==> src/verilog/usbpes_pkg.sv <==
//=============================================================
// Purpose: constants for the USB peripheral event status block
// Assumes: two device instances, eight endpoints, 16-bit registers
// Notes:   instance 0 sits on the otg_capable_port
//=============================================================
// Functional notes
// - with ID interrupt enabled, both edges of the OTG ID pin set bit 14.
// - ID flag exists only in instance one; instance two reads bit 14 as zero.
// - SOF/EOP received sets status bit 9.
// - detected USB bus reset sets status bit 8.
// - endpoint 0..7 transaction end sets the flag at its endpoint number.
// - with per-endpoint NAK enable, a NAK answer also sets that endpoint flag.
// - each flag reads 1 once its event fired, 0 otherwise.
// - one read-only frame register per instance; writes to it do nothing.
// - writing one clears a status flag; writing zero leaves it.
// - full-speed SOF loads frame bits 10:0; value held across timeouts.
// - enabled timeout steps 3-bit counter 0 to 7; SOF/EOP returns it to zero.
package usbpes_pkg;
   localparam int NUM_DEV = 2;
   localparam int NUM_EP = 8;
   localparam int FRAME_W = 11;
   localparam logic [1:0][15:0] ADDR_STATUS = {16'hC0B0, 16'hC090};
   localparam logic [1:0][15:0] ADDR_FRAME = {16'hC0B2, 16'hC092};
   localparam int BIT_ID = 14;
   localparam int BIT_SOF = 9;
   localparam int BIT_RST = 8;
   localparam int BIT_TO_FLAG = 15;
   localparam int TOCNT_LSB = 12;
   localparam logic [15:0] STATUS_RESET = 16'h0000;
   localparam logic [15:0] FRAME_RESET = 16'h0000;
   localparam logic [2:0] TOCNT_MAX = 3'h7;
endpackage : usbpes_pkg

==> src/verilog/usbpes_sync.sv <==
//=============================================================
// Purpose: two-flop synchroniser for pin levels
// Assumes: input is a slow level, not a pulse
// Notes:   resets to zero
//=============================================================
`timescale 1ns/1ns
module usbpes_sync #(
   parameter int W = 1
) (
   input wire logic clk,
   input wire logic rst_n,
   input wire logic [W-1:0] d,
   output logic [W-1:0] q
);
   logic [W-1:0] meta;

   always_ff @(posedge clk or negedge rst_n) begin
      if (!rst_n) begin
         meta <= '0;
         q <= '0;
      end else begin
         meta <= d;
         q <= meta;
      end
   end
endmodule : usbpes_sync

==> src/verilog/usbpes_top.sv <==
//=============================================================
// Purpose: status flags and frame number registers, two device instances
// Assumes: event inputs are one-cycle pulses from same-clock engine logic
// Notes:   read data appear one cycle after reg_rd; writes act at once
//=============================================================
`timescale 1ns/1ns
module usbpes_top
   import usbpes_pkg::*;
(
   input wire logic clk,
   input wire logic resetn,
   input wire logic [15:0] reg_addr,
   input wire logic [15:0] reg_wdata,
   input wire logic reg_wr,
   input wire logic reg_rd,
   output logic [15:0] reg_rdata,
   input wire logic otg_id_pin,
   input wire logic id_int_en,
   input wire logic [1:0] full_speed,
   input wire logic [1:0] sof_eop_rcvd,
   input wire logic [1:0][FRAME_W-1:0] sof_frame,
   input wire logic [1:0] sof_timeout,
   input wire logic [1:0] timeout_int_en,
   input wire logic [1:0] bus_reset_det,
   input wire logic [1:0][NUM_EP-1:0] ep_done,
   input wire logic [1:0][NUM_EP-1:0] ep_nak,
   input wire logic [1:0][NUM_EP-1:0] nak_int_en
);
   //=============================================================
   // reset release
   logic rst_meta;
   logic rst_n;

   always_ff @(posedge clk or negedge resetn) begin
      if (!resetn) begin
         rst_meta <= 1'b0;
         rst_n <= 1'b0;
      end else begin
         rst_meta <= 1'b1;
         rst_n <= rst_meta;
      end
   end

   //=============================================================
   // OTG ID pin edge detection
   logic id_sync;
   logic id_prev;
   logic [2:0] id_arm;
   logic id_primed;
   logic next_id_prev;
   logic [2:0] next_id_arm;
   logic id_edge;

   usbpes_sync #(.W(1)) u_id_sync (
      .clk(clk),
      .rst_n(rst_n),
      .d(otg_id_pin),
      .q(id_sync)
   );

   // arm only once the synchroniser and id_prev both hold the real pin level,
   // so a pin sitting high at reset release never looks like an edge
   always_comb begin
      next_id_prev = id_sync;
      next_id_arm = {id_arm[1:0], 1'h1};
      id_primed = id_arm[2];
      id_edge = id_primed && (id_sync != id_prev);
   end

   always_ff @(posedge clk or negedge rst_n) begin
      if (!rst_n) begin
         id_prev <= 1'b0;
         id_arm <= 3'h0;
      end else begin
         id_prev <= next_id_prev;
         id_arm <= next_id_arm;
      end
   end

   //=============================================================
   // per-instance status and frame registers
   logic [1:0][15:0] status;
   logic [1:0][15:0] next_status;
   logic [1:0][15:0] frame;
   logic [1:0][15:0] next_frame;

   for (genvar d = 0; d < NUM_DEV; d++) begin : g_dev
      logic [15:0] set_bits;
      logic [15:0] clr_bits;
      logic [2:0] tocnt;

      assign tocnt = frame[d][TOCNT_LSB+2:TOCNT_LSB];

      always_comb begin
         set_bits = '0;
         clr_bits = '0;
         if (reg_wr && reg_addr == ADDR_STATUS[d]) begin
            clr_bits = reg_wdata;
         end
         set_bits[NUM_EP-1:0] = ep_done[d] | (ep_nak[d] & nak_int_en[d]);
         set_bits[BIT_SOF] = sof_eop_rcvd[d];
         set_bits[BIT_RST] = bus_reset_det[d];
         if (d == 0) begin
            set_bits[BIT_ID] = id_edge && id_int_en;
         end
         // set wins over a clear landing in the same cycle
         next_status[d] = (status[d] & ~clr_bits) | set_bits;
      end

      // frame register ignores the bus entirely, so writes cannot touch it
      always_comb begin
         next_frame[d] = frame[d];
         if (sof_eop_rcvd[d]) begin
            next_frame[d][TOCNT_LSB+2:TOCNT_LSB] = 3'h0;
            next_frame[d][BIT_TO_FLAG] = 1'b0;
            if (full_speed[d]) begin
               next_frame[d][FRAME_W-1:0] = sof_frame[d];
            end
         end else if (sof_timeout[d] && timeout_int_en[d]) begin
            next_frame[d][BIT_TO_FLAG] = 1'b1;
            if (tocnt != TOCNT_MAX) begin
               next_frame[d][TOCNT_LSB+2:TOCNT_LSB] = tocnt + 3'h1;
            end
         end
      end

      always_ff @(posedge clk or negedge rst_n) begin
         if (!rst_n) begin
            status[d] <= STATUS_RESET;
            frame[d] <= FRAME_RESET;
         end else begin
            status[d] <= next_status[d];
            frame[d] <= next_frame[d];
         end
      end

      //=============================================================
      // checks
      chk_ep_done_flag: assert property (@(posedge clk) disable iff (!rst_n)
         (|ep_done[d]) |=> ((status[d][7:0] & $past(ep_done[d])) == $past(ep_done[d])))
         else $error("endpoint done did not set its flag");
      chk_nak_gating: assert property (@(posedge clk) disable iff (!rst_n)
         (|(ep_nak[d] & ~nak_int_en[d] & ~ep_done[d] & ~status[d][7:0])
            && !(reg_wr && reg_addr == ADDR_STATUS[d]))
         |=> ((status[d][7:0]
            & $past(ep_nak[d] & ~nak_int_en[d] & ~ep_done[d] & ~status[d][7:0])) == 8'h00))
         else $error("masked nak set endpoint flag");
      chk_sof_flag: assert property (@(posedge clk) disable iff (!rst_n)
         sof_eop_rcvd[d] |=> status[d][BIT_SOF])
         else $error("sof event did not set flag");
      chk_reset_flag: assert property (@(posedge clk) disable iff (!rst_n)
         bus_reset_det[d] |=> status[d][BIT_RST])
         else $error("bus reset did not set flag");
      chk_w1c_clear: assert property (@(posedge clk) disable iff (!rst_n)
         (reg_wr && reg_addr == ADDR_STATUS[d] && reg_wdata[BIT_SOF] && !sof_eop_rcvd[d])
         |=> !status[d][BIT_SOF])
         else $error("write one did not clear flag");
      chk_write_zero: assert property (@(posedge clk) disable iff (!rst_n)
         (status[d][BIT_RST] && (!reg_wr || !reg_wdata[BIT_RST] || bus_reset_det[d]))
         |=> status[d][BIT_RST])
         else $error("flag lost without a clearing write");
      chk_frame_load: assert property (@(posedge clk) disable iff (!rst_n)
         (sof_eop_rcvd[d] && full_speed[d]) |=> frame[d][FRAME_W-1:0] == $past(sof_frame[d]))
         else $error("frame number not loaded");
      chk_frame_hold: assert property (@(posedge clk) disable iff (!rst_n)
         !sof_eop_rcvd[d] |=> $stable(frame[d][FRAME_W-1:0]))
         else $error("frame number changed without sof");
      chk_tocnt_step: assert property (@(posedge clk) disable iff (!rst_n)
         (sof_timeout[d] && timeout_int_en[d] && !sof_eop_rcvd[d] && tocnt != TOCNT_MAX)
         |=> tocnt == $past(tocnt) + 3'h1)
         else $error("timeout counter did not step");
      chk_tocnt_clear: assert property (@(posedge clk) disable iff (!rst_n)
         sof_eop_rcvd[d] |=> tocnt == 3'h0)
         else $error("timeout counter not cleared by sof");
      chk_read_status: assert property (@(posedge clk) disable iff (!rst_n)
         (reg_rd && reg_addr == ADDR_STATUS[d]) |=> reg_rdata == $past(status[d]))
         else $error("status read data wrong");
   end

   chk_id_edge_flag: assert property (@(posedge clk) disable iff (!rst_n)
      (id_primed && $changed(id_sync) && id_int_en) |=> status[0][BIT_ID])
      else $error("id pin edge did not set flag");
   chk_id_reserved: assert property (@(posedge clk) disable iff (!rst_n)
      status[1][15:10] == 6'h00)
      else $error("reserved bits set in second instance");

   //=============================================================
   // register read port
   logic [15:0] next_rdata;

   always_comb begin
      next_rdata = reg_rdata;
      if (reg_rd) begin
         // unmapped addresses read as zero
         next_rdata = 16'h0000;
         for (int d = 0; d < NUM_DEV; d++) begin
            if (reg_addr == ADDR_STATUS[d]) begin
               next_rdata = status[d];
            end
            if (reg_addr == ADDR_FRAME[d]) begin
               next_rdata = frame[d];
            end
         end
      end
   end

   always_ff @(posedge clk or negedge rst_n) begin
      if (!rst_n) begin
         reg_rdata <= 16'h0000;
      end else begin
         reg_rdata <= next_rdata;
      end
   end
endmodule : usbpes_top

==> config.mk <==
export PLATFORM = sky130hd
export DESIGN_NAME = usbpes_top
export DESIGN_NICKNAME = d
export VERILOG_FILES = /design/src/verilog/usbpes_pkg.sv /design/src/verilog/usbpes_sync.sv /design/src/verilog/usbpes_top.sv
export SDC_FILE = /design/constraint.sdc
export NUM_CORES = 1
export LEC_CHECK = 0
export ABC_AREA = 1
export CORE_UTILIZATION = 45
export DETAILED_ROUTE_END_ITERATION = 16
export DONT_BUFFER_PORTS = 1
export GPL_TIMING_DRIVEN = 0
export HOLD_SLACK_MARGIN = 0.02
export PLACE_DENSITY = 0.6
export SYNTH_ARGS = -nofsm -noshare
export SYNTH_HDL_FRONTEND = slang
export SYNTH_SLANG_ARGS = --single-unit
==> constraint.sdc <==
create_clock -name clk -period 6.5 [get_ports clk]
set_input_delay 0.325 -clock clk [delete_from_list [all_inputs] [get_ports clk]]
set_output_delay 0.325 -clock clk [all_outputs]
set_load 0.005 [all_outputs]
After elaboration in Yosys (flattened, before gate mapping)
Cells that the tools add are included.
{ "totals": {"reg_bits": 86, "out_inout_bits": 16} }
{ "classes": {"addsub": 2, "eq_ne": 7, "muxes": 12, "n_bitwise": 10, "reduce_logical": 14} }
{ "ops": {"columns": ["operator", "n"], "rows": [
  ["two-way mux 16 bit", 6],
  ["equality test 16 bit (second input constant)", 4],
  ["AND 16 bit", 2],
  ["NOT 16 bit", 2],
  ["AND 8 bit", 2],
  ["two-way mux 4 bit", 4],
  ["bitwise OR 16 x 10 -> 16 bit", 1],
  ["bitwise OR 16 x 15 -> 16 bit", 1],
  ["bitwise OR 8 bit", 2],
  ["AND reduction 2 bit", 4],
  ["nonzero test 2 bit", 4],
  ["adder 3 x 1 -> 3 bit (second input constant)", 2],
  ["logical AND 1 bit", 6],
  ["two-way mux 3 bit", 2],
  ["inequality test 3 bit (second input constant)", 2],
  ["inequality test 1 bit", 1]
]} }

Depth between registers and ports, before layout
{ "logic_depth": {"ltp_word": 6, "mapped_depth": 10, "ltp_nobuf": 9} }

By module
From an unflattened synthesis, not the netlist that was laid out.
{ "hier_totals": {"hier_cells": 440, "area_unflattened_um2": 4078.9} }
{ "by_module_without_submodules": {"columns": ["mod", "n_inst", "cells_each", "area_per_inst_um2"], "rows": [
  ["usbpes_top", 1, 438, 4028.9],
  ["usbpes_sync", 1, 2, 50.0]
]} }

Least setup slack after synthesis
No wires, ideal clock.
{ "synth_path": {"path_type": "input -> register", "start": "input reg_addr[0]", "end": "register status[8] (netlist name)", "setup_time_ns": 0.124, "t_arrival_ns": 1.171, "slack_ns": 5.205, "path_stages": 7, "path_buffers": 0, "cell_sequence": "nor2_2 nand2_4 nor2_4 nand2_2 nor2_8 a21oi_1 or2_1"} }
{ "synth_rtl": {"columns": ["item", "line", "text"], "rows": [
  ["from (decl)", "usbpes_top.sv:12", "input wire logic [15:0] reg_addr,"],
  ["to (signal, indexed assignment)", "usbpes_top.sv:132", "status[d] <= next_status[d];"],
  ["to (decl)", "usbpes_top.sv:82", "logic [1:0][15:0] status;"]
]} }

Final worst setup path
{ "layout_path": {"start": "register frame[12] (netlist name)", "end": "register frame[14] (netlist name)"} }
{ "layout_between": {"elab_chain_len": 4, "word_cells_on_any_way": 7, "classes_between": "add/sub (1); eq/ne (1); mux (3); reduce/logical (2)"} }
{ "layout_rtl": {"columns": ["item", "line", "text"], "rows": [
  ["from (decl)", "usbpes_top.sv:84", "logic [1:0][15:0] frame;"],
  ["from (signal, indexed assignment)", "usbpes_top.sv:133", "frame[d] <= next_frame[d];"],
  ["adder 3 x 1 -> 3 bit", "usbpes_top.sv:122", "next_frame[d][TOCNT_LSB+2:TOCNT_LSB] = tocnt + 3'h1;"],
  ["two-way mux 3 bit", "usbpes_top.sv:121", "if (tocnt != TOCNT_MAX) begin"],
  ["two-way mux 4 bit", "usbpes_top.sv:119", "end else if (sof_timeout[d] && timeout_int_en[d]) begin"],
  ["two-way mux 4 bit", "usbpes_top.sv:113", "if (sof_eop_rcvd[d]) begin"]
]} }
Several ways; a longest one is shown, not always the timed one. The select of a mux whose other input is x is not followed.
A chain may end at the register's enable or synchronous reset.

==> metrics.txt <==
# TYPE chip_impl_metric gauge
chip_impl_info{name="run_status",value="complete, no violations"} 1
chip_impl_metric{name="cts_buffers",unit=""} 9
chip_impl_metric{name="critical-path-max-stage-delay",unit="ps"} 430
chip_impl_metric{name="antenna_found_initial",unit=""} 1
chip_impl_metric{name="timing_worst_slew_pin_value",unit="ps"} 609
chip_impl_info{name="start_kind",value="register"} 1
chip_impl_metric{name="power.switching",unit="mW"} 0.260
chip_impl_metric{name="timing.final.max_slew_violations",unit=""} 0
chip_impl_metric{name="worstRegToRegCells",unit=""} 4
chip_impl_metric{name="totalNegativeSetupSlack",unit="ps"} 0
chip_impl_metric{name="clock_tree.buffer_depth",unit=""} 2
chip_impl_metric{name="vias",unit=""} 3090
chip_impl_metric{name="postSynth.asyncResetShare",unit="%"} 100
chip_impl_metric{name="core.rowCount",unit=""} 34
chip_impl_metric{name="core",unit="mm²"} 0.00876
chip_impl_metric{name="worst_ep_required_time",unit="ps"} 6720
chip_impl_metric{name="sw_frac_of_total",unit="%"} 23.0
chip_impl_metric{name="dieHeight",unit="µm"} 97.2
chip_impl_metric{name="first_iter_violations",unit=""} 154
chip_impl_metric{name="io_buffers",unit=""} 0
chip_impl_metric{name="total_overflow_reported_by_the_global_router",unit=""} 0
chip_impl_metric{name="irDropWorstVdd",unit="mV"} 0.0967
chip_impl_metric{name="power",unit="mW"} 1.13
chip_impl_metric{name="clock_insertion_delay_worst_skew",unit="ps"} 360
chip_impl_metric{name="cap_viol_max_count",unit=""} 0
chip_impl_metric{name="drcViolationCount",unit=""} 0
chip_impl_metric{name="hold_viol",unit=""} 0
chip_impl_info{name="rsz0062_at_grt",value="no"} 1
chip_impl_info{name="critPathTopFamily",value="compound AO/OA/AOI/OAI gates"} 1
chip_impl_metric{name="detailed_place_hpwl",unit="µm"} 7020
chip_impl_info{name="worst_setup_path_end_kind",value="register"} 1
chip_impl_metric{name="cp.arrival",unit="ps"} 1640
chip_impl_metric{name="power_density",unit="mW/mm²"} 249
chip_impl_metric{name="gp_congestion",unit=""} 0.817
chip_impl_info{name="clock_root_buffer",value="sky130_fd_sc_hd__clkbuf_8"} 1
chip_impl_metric{name="fin_nets",unit=""} 580
chip_impl_metric{name="min_path_cells",unit=""} 1
chip_impl_metric{name="cts_hold_repair.buffers",unit=""} 4
chip_impl_metric{name="pwr-share-clk",unit="%"} 41.0
chip_impl_metric{name="ys_seq_area_share",unit="%"} 52.8
chip_impl_metric{name="fin_util",unit="%"} 51.8
chip_impl_metric{name="static-leakage-power",unit="nW"} 2.18
chip_impl_metric{name="worstPathBufferInverterCount",unit=""} 0
chip_impl_metric{name="ctsHtreeMaxLevel",unit=""} 3
chip_impl_info{name="path_class",value="reg2reg"} 1
chip_impl_metric{name="totalWireLength",unit="µm"} 9880
chip_impl_metric{name="cp_max_fo",unit=""} 4
chip_impl_metric{name="first_global_vias",unit=""} 3138
chip_impl_info{name="synth.largest_area_cell",value="sky130_fd_sc_hd__dfrtp_1"} 1
chip_impl_metric{name="first_pass_grt_wire_length",unit="µm"} 16100
chip_impl_metric{name="antenna-diode-count",unit=""} 0
chip_impl_metric{name="cts.sinks",unit=""} 86
chip_impl_metric{name="postCtsSetupBuffers",unit=""} 0
chip_impl_metric{name="ratio_of_cells_with_drive_above_1_in_the_final_layout",unit="%"} 15.8
chip_impl_metric{name="min_period_over_period",unit="%"} 21.9
chip_impl_metric{name="period_needed",unit="ps"} 1430
chip_impl_info{name="synth.area.top_cells",value="sky130_fd_sc_hd__dfrtp_1 53%, sky130_fd_sc_hd__nand2_1 8.8%, sky130_fd_sc_hd__nand3_1 6.4%"} 1
chip_impl_metric{name="sequentialPowerShare",unit="%"} 52.4
chip_impl_metric{name="yosys_register_bits",unit=""} 86
chip_impl_metric{name="die-width",unit="µm"} 97.2
chip_impl_metric{name="final_instance_area",unit="mm²"} 0.00454
chip_impl_metric{name="post_synth_instance_area",unit="mm²"} 0.00408
chip_impl_metric{name="vias_per_cell",unit=""} 5.41
chip_impl_metric{name="synth_top_area_share",unit="%"} 52.8
chip_impl_metric{name="dieArea",unit="mm²"} 0.00945
chip_impl_metric{name="yosysWarnings",unit=""} 0
chip_impl_metric{name="pin_count_of_the_biggest_net_entering_global_routing",unit=""} 44
chip_impl_metric{name="synthesis.area_per_instance",unit="µm²"} 9.27
chip_impl_metric{name="clk_pin_slew",unit="ps"} 90
chip_impl_info{name="postSynth.topFlopCell",value="sky130_fd_sc_hd__dfrtp_1"} 1
chip_impl_metric{name="final-setup-viol-count",unit=""} 0
chip_impl_metric{name="yosys.cell_types.count",unit=""} 29
chip_impl_metric{name="io-pin-count",unit=""} 134
chip_impl_info{name="timing.critical_path.slowest_stage_cell",value="sky130_fd_sc_hd__dfrtp_1"} 1
chip_impl_info{name="min_path_type",value="in2reg"} 1
chip_impl_metric{name="final_antenna_net_count",unit=""} 0
chip_impl_metric{name="clock-skew-final",unit="ps"} 16.9
chip_impl_metric{name="globalRouteTotalUtil",unit="%"} 22.3
chip_impl_metric{name="drt_pre_antenna_iters",unit=""} 5
chip_impl_info{name="cts_tree",value="built"} 1
chip_impl_metric{name="clock.fmax",unit="GHz"} 0.702
chip_impl_info{name="list_of_cells_traversed_by_the_critical_path",value="ha_1 -> ha_1 -> o21ai_0 -> o21ai_0"} 1
chip_impl_metric{name="netlist_instances",unit=""} 440
chip_impl_metric{name="start_util",unit="%"} 46.5
chip_impl_metric{name="syn_to_final_growth",unit="%"} 11.3
chip_impl_metric{name="critical_path_depth",unit=""} 4
chip_impl_metric{name="power_report.internal_total",unit="mW"} 0.870
chip_impl_metric{name="reg2reg_setup_slack",unit="ps"} 5070
chip_impl_metric{name="combPwrFrac",unit="%"} 6.6
chip_impl_metric{name="hold_ws",unit="ps"} 44.5
chip_impl_metric{name="cts-resized-gates",unit=""} 0
chip_impl_metric{name="post_drt_wl_per_cell",unit="µm"} 17.3
chip_impl_metric{name="relSlewSlack",unit="%"} 59.4
chip_impl_metric{name="count_of_flip_flops_with_a_built_in_enable_after_synthesis",unit=""} 0
chip_impl_metric{name="post_place_cell_area",unit="mm²"} 0.00424
## power by group through the flow
stage,Combinational [mW],Sequential [mW],Clock (mW)
finish,0.0744,0.592,0.463
global route,0.0846,0.597,0.497
CTS,0.0750,0.593,0.474
detailed placement,0.0723,0.603,0
global placement,0.0621,0.607,0
floorplan,0.0542,0.599,0
## path summary, 6_finish.rpt
path                               startpoint       endpoint
worst max-delay path                frame[12]      frame[14]
worst min-delay path            reg_wdata[15]     status[15]
worst max register to register      frame[12]      frame[14]
worst min register to register          rst_n      frame[21]
max in group asynchronous               rst_n  reg_rdata[15]
min in group asynchronous              resetn          rst_n
## through the flow
step / instances / worst slack, ps
after detailed placement: 550 / 4900
final: 571 / 5070
after CTS: 570 / 5100
after global placement: 549 / 2930
after global routing: 571 / 5020
after floorplan: 441 / 3930
## synthesized netlist by cell type, types with 2 or more instances
library cell / number
sky130_fd_sc_hd__nand2_1: 96
sky130_fd_sc_hd__dfrtp_1: 86
sky130_fd_sc_hd__nand3_1: 52
sky130_fd_sc_hd__inv_1: 43
sky130_fd_sc_hd__a21oi_1: 27
sky130_fd_sc_hd__nor2_1: 23
sky130_fd_sc_hd__mux2_2: 22
sky130_fd_sc_hd__o21ai_0: 16
sky130_fd_sc_hd__nand4_1: 14
sky130_fd_sc_hd__o21ai_1: 10
sky130_fd_sc_hd__a21boi_0: 7
sky130_fd_sc_hd__buf_2: 5
sky130_fd_sc_hd__nor2_2: 5
sky130_fd_sc_hd__buf_4: 4
sky130_fd_sc_hd__buf_6: 4
sky130_fd_sc_hd__ha_1: 4
sky130_fd_sc_hd__nor2_4: 4
sky130_fd_sc_hd__nand2_4: 3
sky130_fd_sc_hd__nor2_8: 3
sky130_fd_sc_hd__inv_2: 2
sky130_fd_sc_hd__nand2_2: 2
## state kept, by name (all words and copies together), names as in the netlist
signal          count
status             32
frame              30
reg_rdata          16
id_arm              3
id_prev             1
rst_meta            1
rst_n               1
u_id_sync.meta      1
u_id_sync.q         1
## metal layers
| layer | share of wire, % | GRT usage [%] |
|---|---|---|
| met4 | 1.2 | 6.89 |
| met5 | 0 | 0 |
| met3 | 6.2 | 6.26 |
| met2 | 48 | 36.3 |
| met1 | 44 | 29.0 |
## logic make-up (layout without fill, tap and decap cells)
kind of cell	after synthesis	count (layout)	synth area share (%)
compound gates	60	60	7.79
simple gates	206	206	25.1
flops	86	86	52.8
other cells	1	2	0.0919
mux	22	22	6.07
xor+xnor	1	1	0.215
buf+inv	60	82	6.78
fa+ha+maj	4	4	1.23
## cell usage in the layout (no fill, tap or decap)
cell,count
sky130_fd_sc_hd__inv_2,2
sky130_fd_sc_hd__buf_4,4
sky130_fd_sc_hd__xnor2_1,1
sky130_fd_sc_hd__buf_6,4
sky130_fd_sc_hd__dfrtp_1,85
sky130_fd_sc_hd__ha_1,4
sky130_fd_sc_hd__buf_1,1
sky130_fd_sc_hd__mux2_2,22
sky130_fd_sc_hd__or2_1,1
sky130_fd_sc_hd__inv_6,1
sky130_fd_sc_hd__clkbuf_8,10
sky130_fd_sc_hd__dlygate4sd3_1,5
sky130_fd_sc_hd__nor2_8,3
sky130_fd_sc_hd__nand2_1,96
sky130_fd_sc_hd__inv_1,43
sky130_fd_sc_hd__bufinv_16,3
sky130_fd_sc_hd__nand2_2,2
sky130_fd_sc_hd__o21ai_0,16
sky130_fd_sc_hd__nand3_1,52
sky130_fd_sc_hd__a21oi_1,27
sky130_fd_sc_hd__nand4_1,14
sky130_fd_sc_hd__nor2_2,5
sky130_fd_sc_hd__buf_12,1
sky130_fd_sc_hd__o21ai_1,10
sky130_fd_sc_hd__a21boi_0,7
sky130_fd_sc_hd__nor4_4,1
sky130_fd_sc_hd__buf_2,5
sky130_fd_sc_hd__nand2_4,3
sky130_fd_sc_hd__dfrtp_4,1
sky130_fd_sc_hd__clkbuf_1,2
sky130_fd_sc_hd__nor2_4,4
sky130_fd_sc_hd__nor2_1,23
sky130_fd_sc_hd__conb_1,2
sky130_fd_sc_hd__nand3b_1,1
sky130_fd_sc_hd__clkinvlp_4,1
sky130_fd_sc_hd__nand3_2,1
## final cells by class
| type | count | area, µm² |
|---|---|---|
| buffer | 15 | 108 |
| clock buffer | 11 | 141 |
| clock inverter | 5 | 106 |
| fill | 861 | 4220 |
| inverter | 45 | 169 |
| multi-input combinational | 295 | 1650 |
| sequential | 86 | 2160 |
| tap | 108 | 135 |
| timing repair buffer | 6 | 70.1 |
No activity file was read; power rests on OpenSTA's default activity.
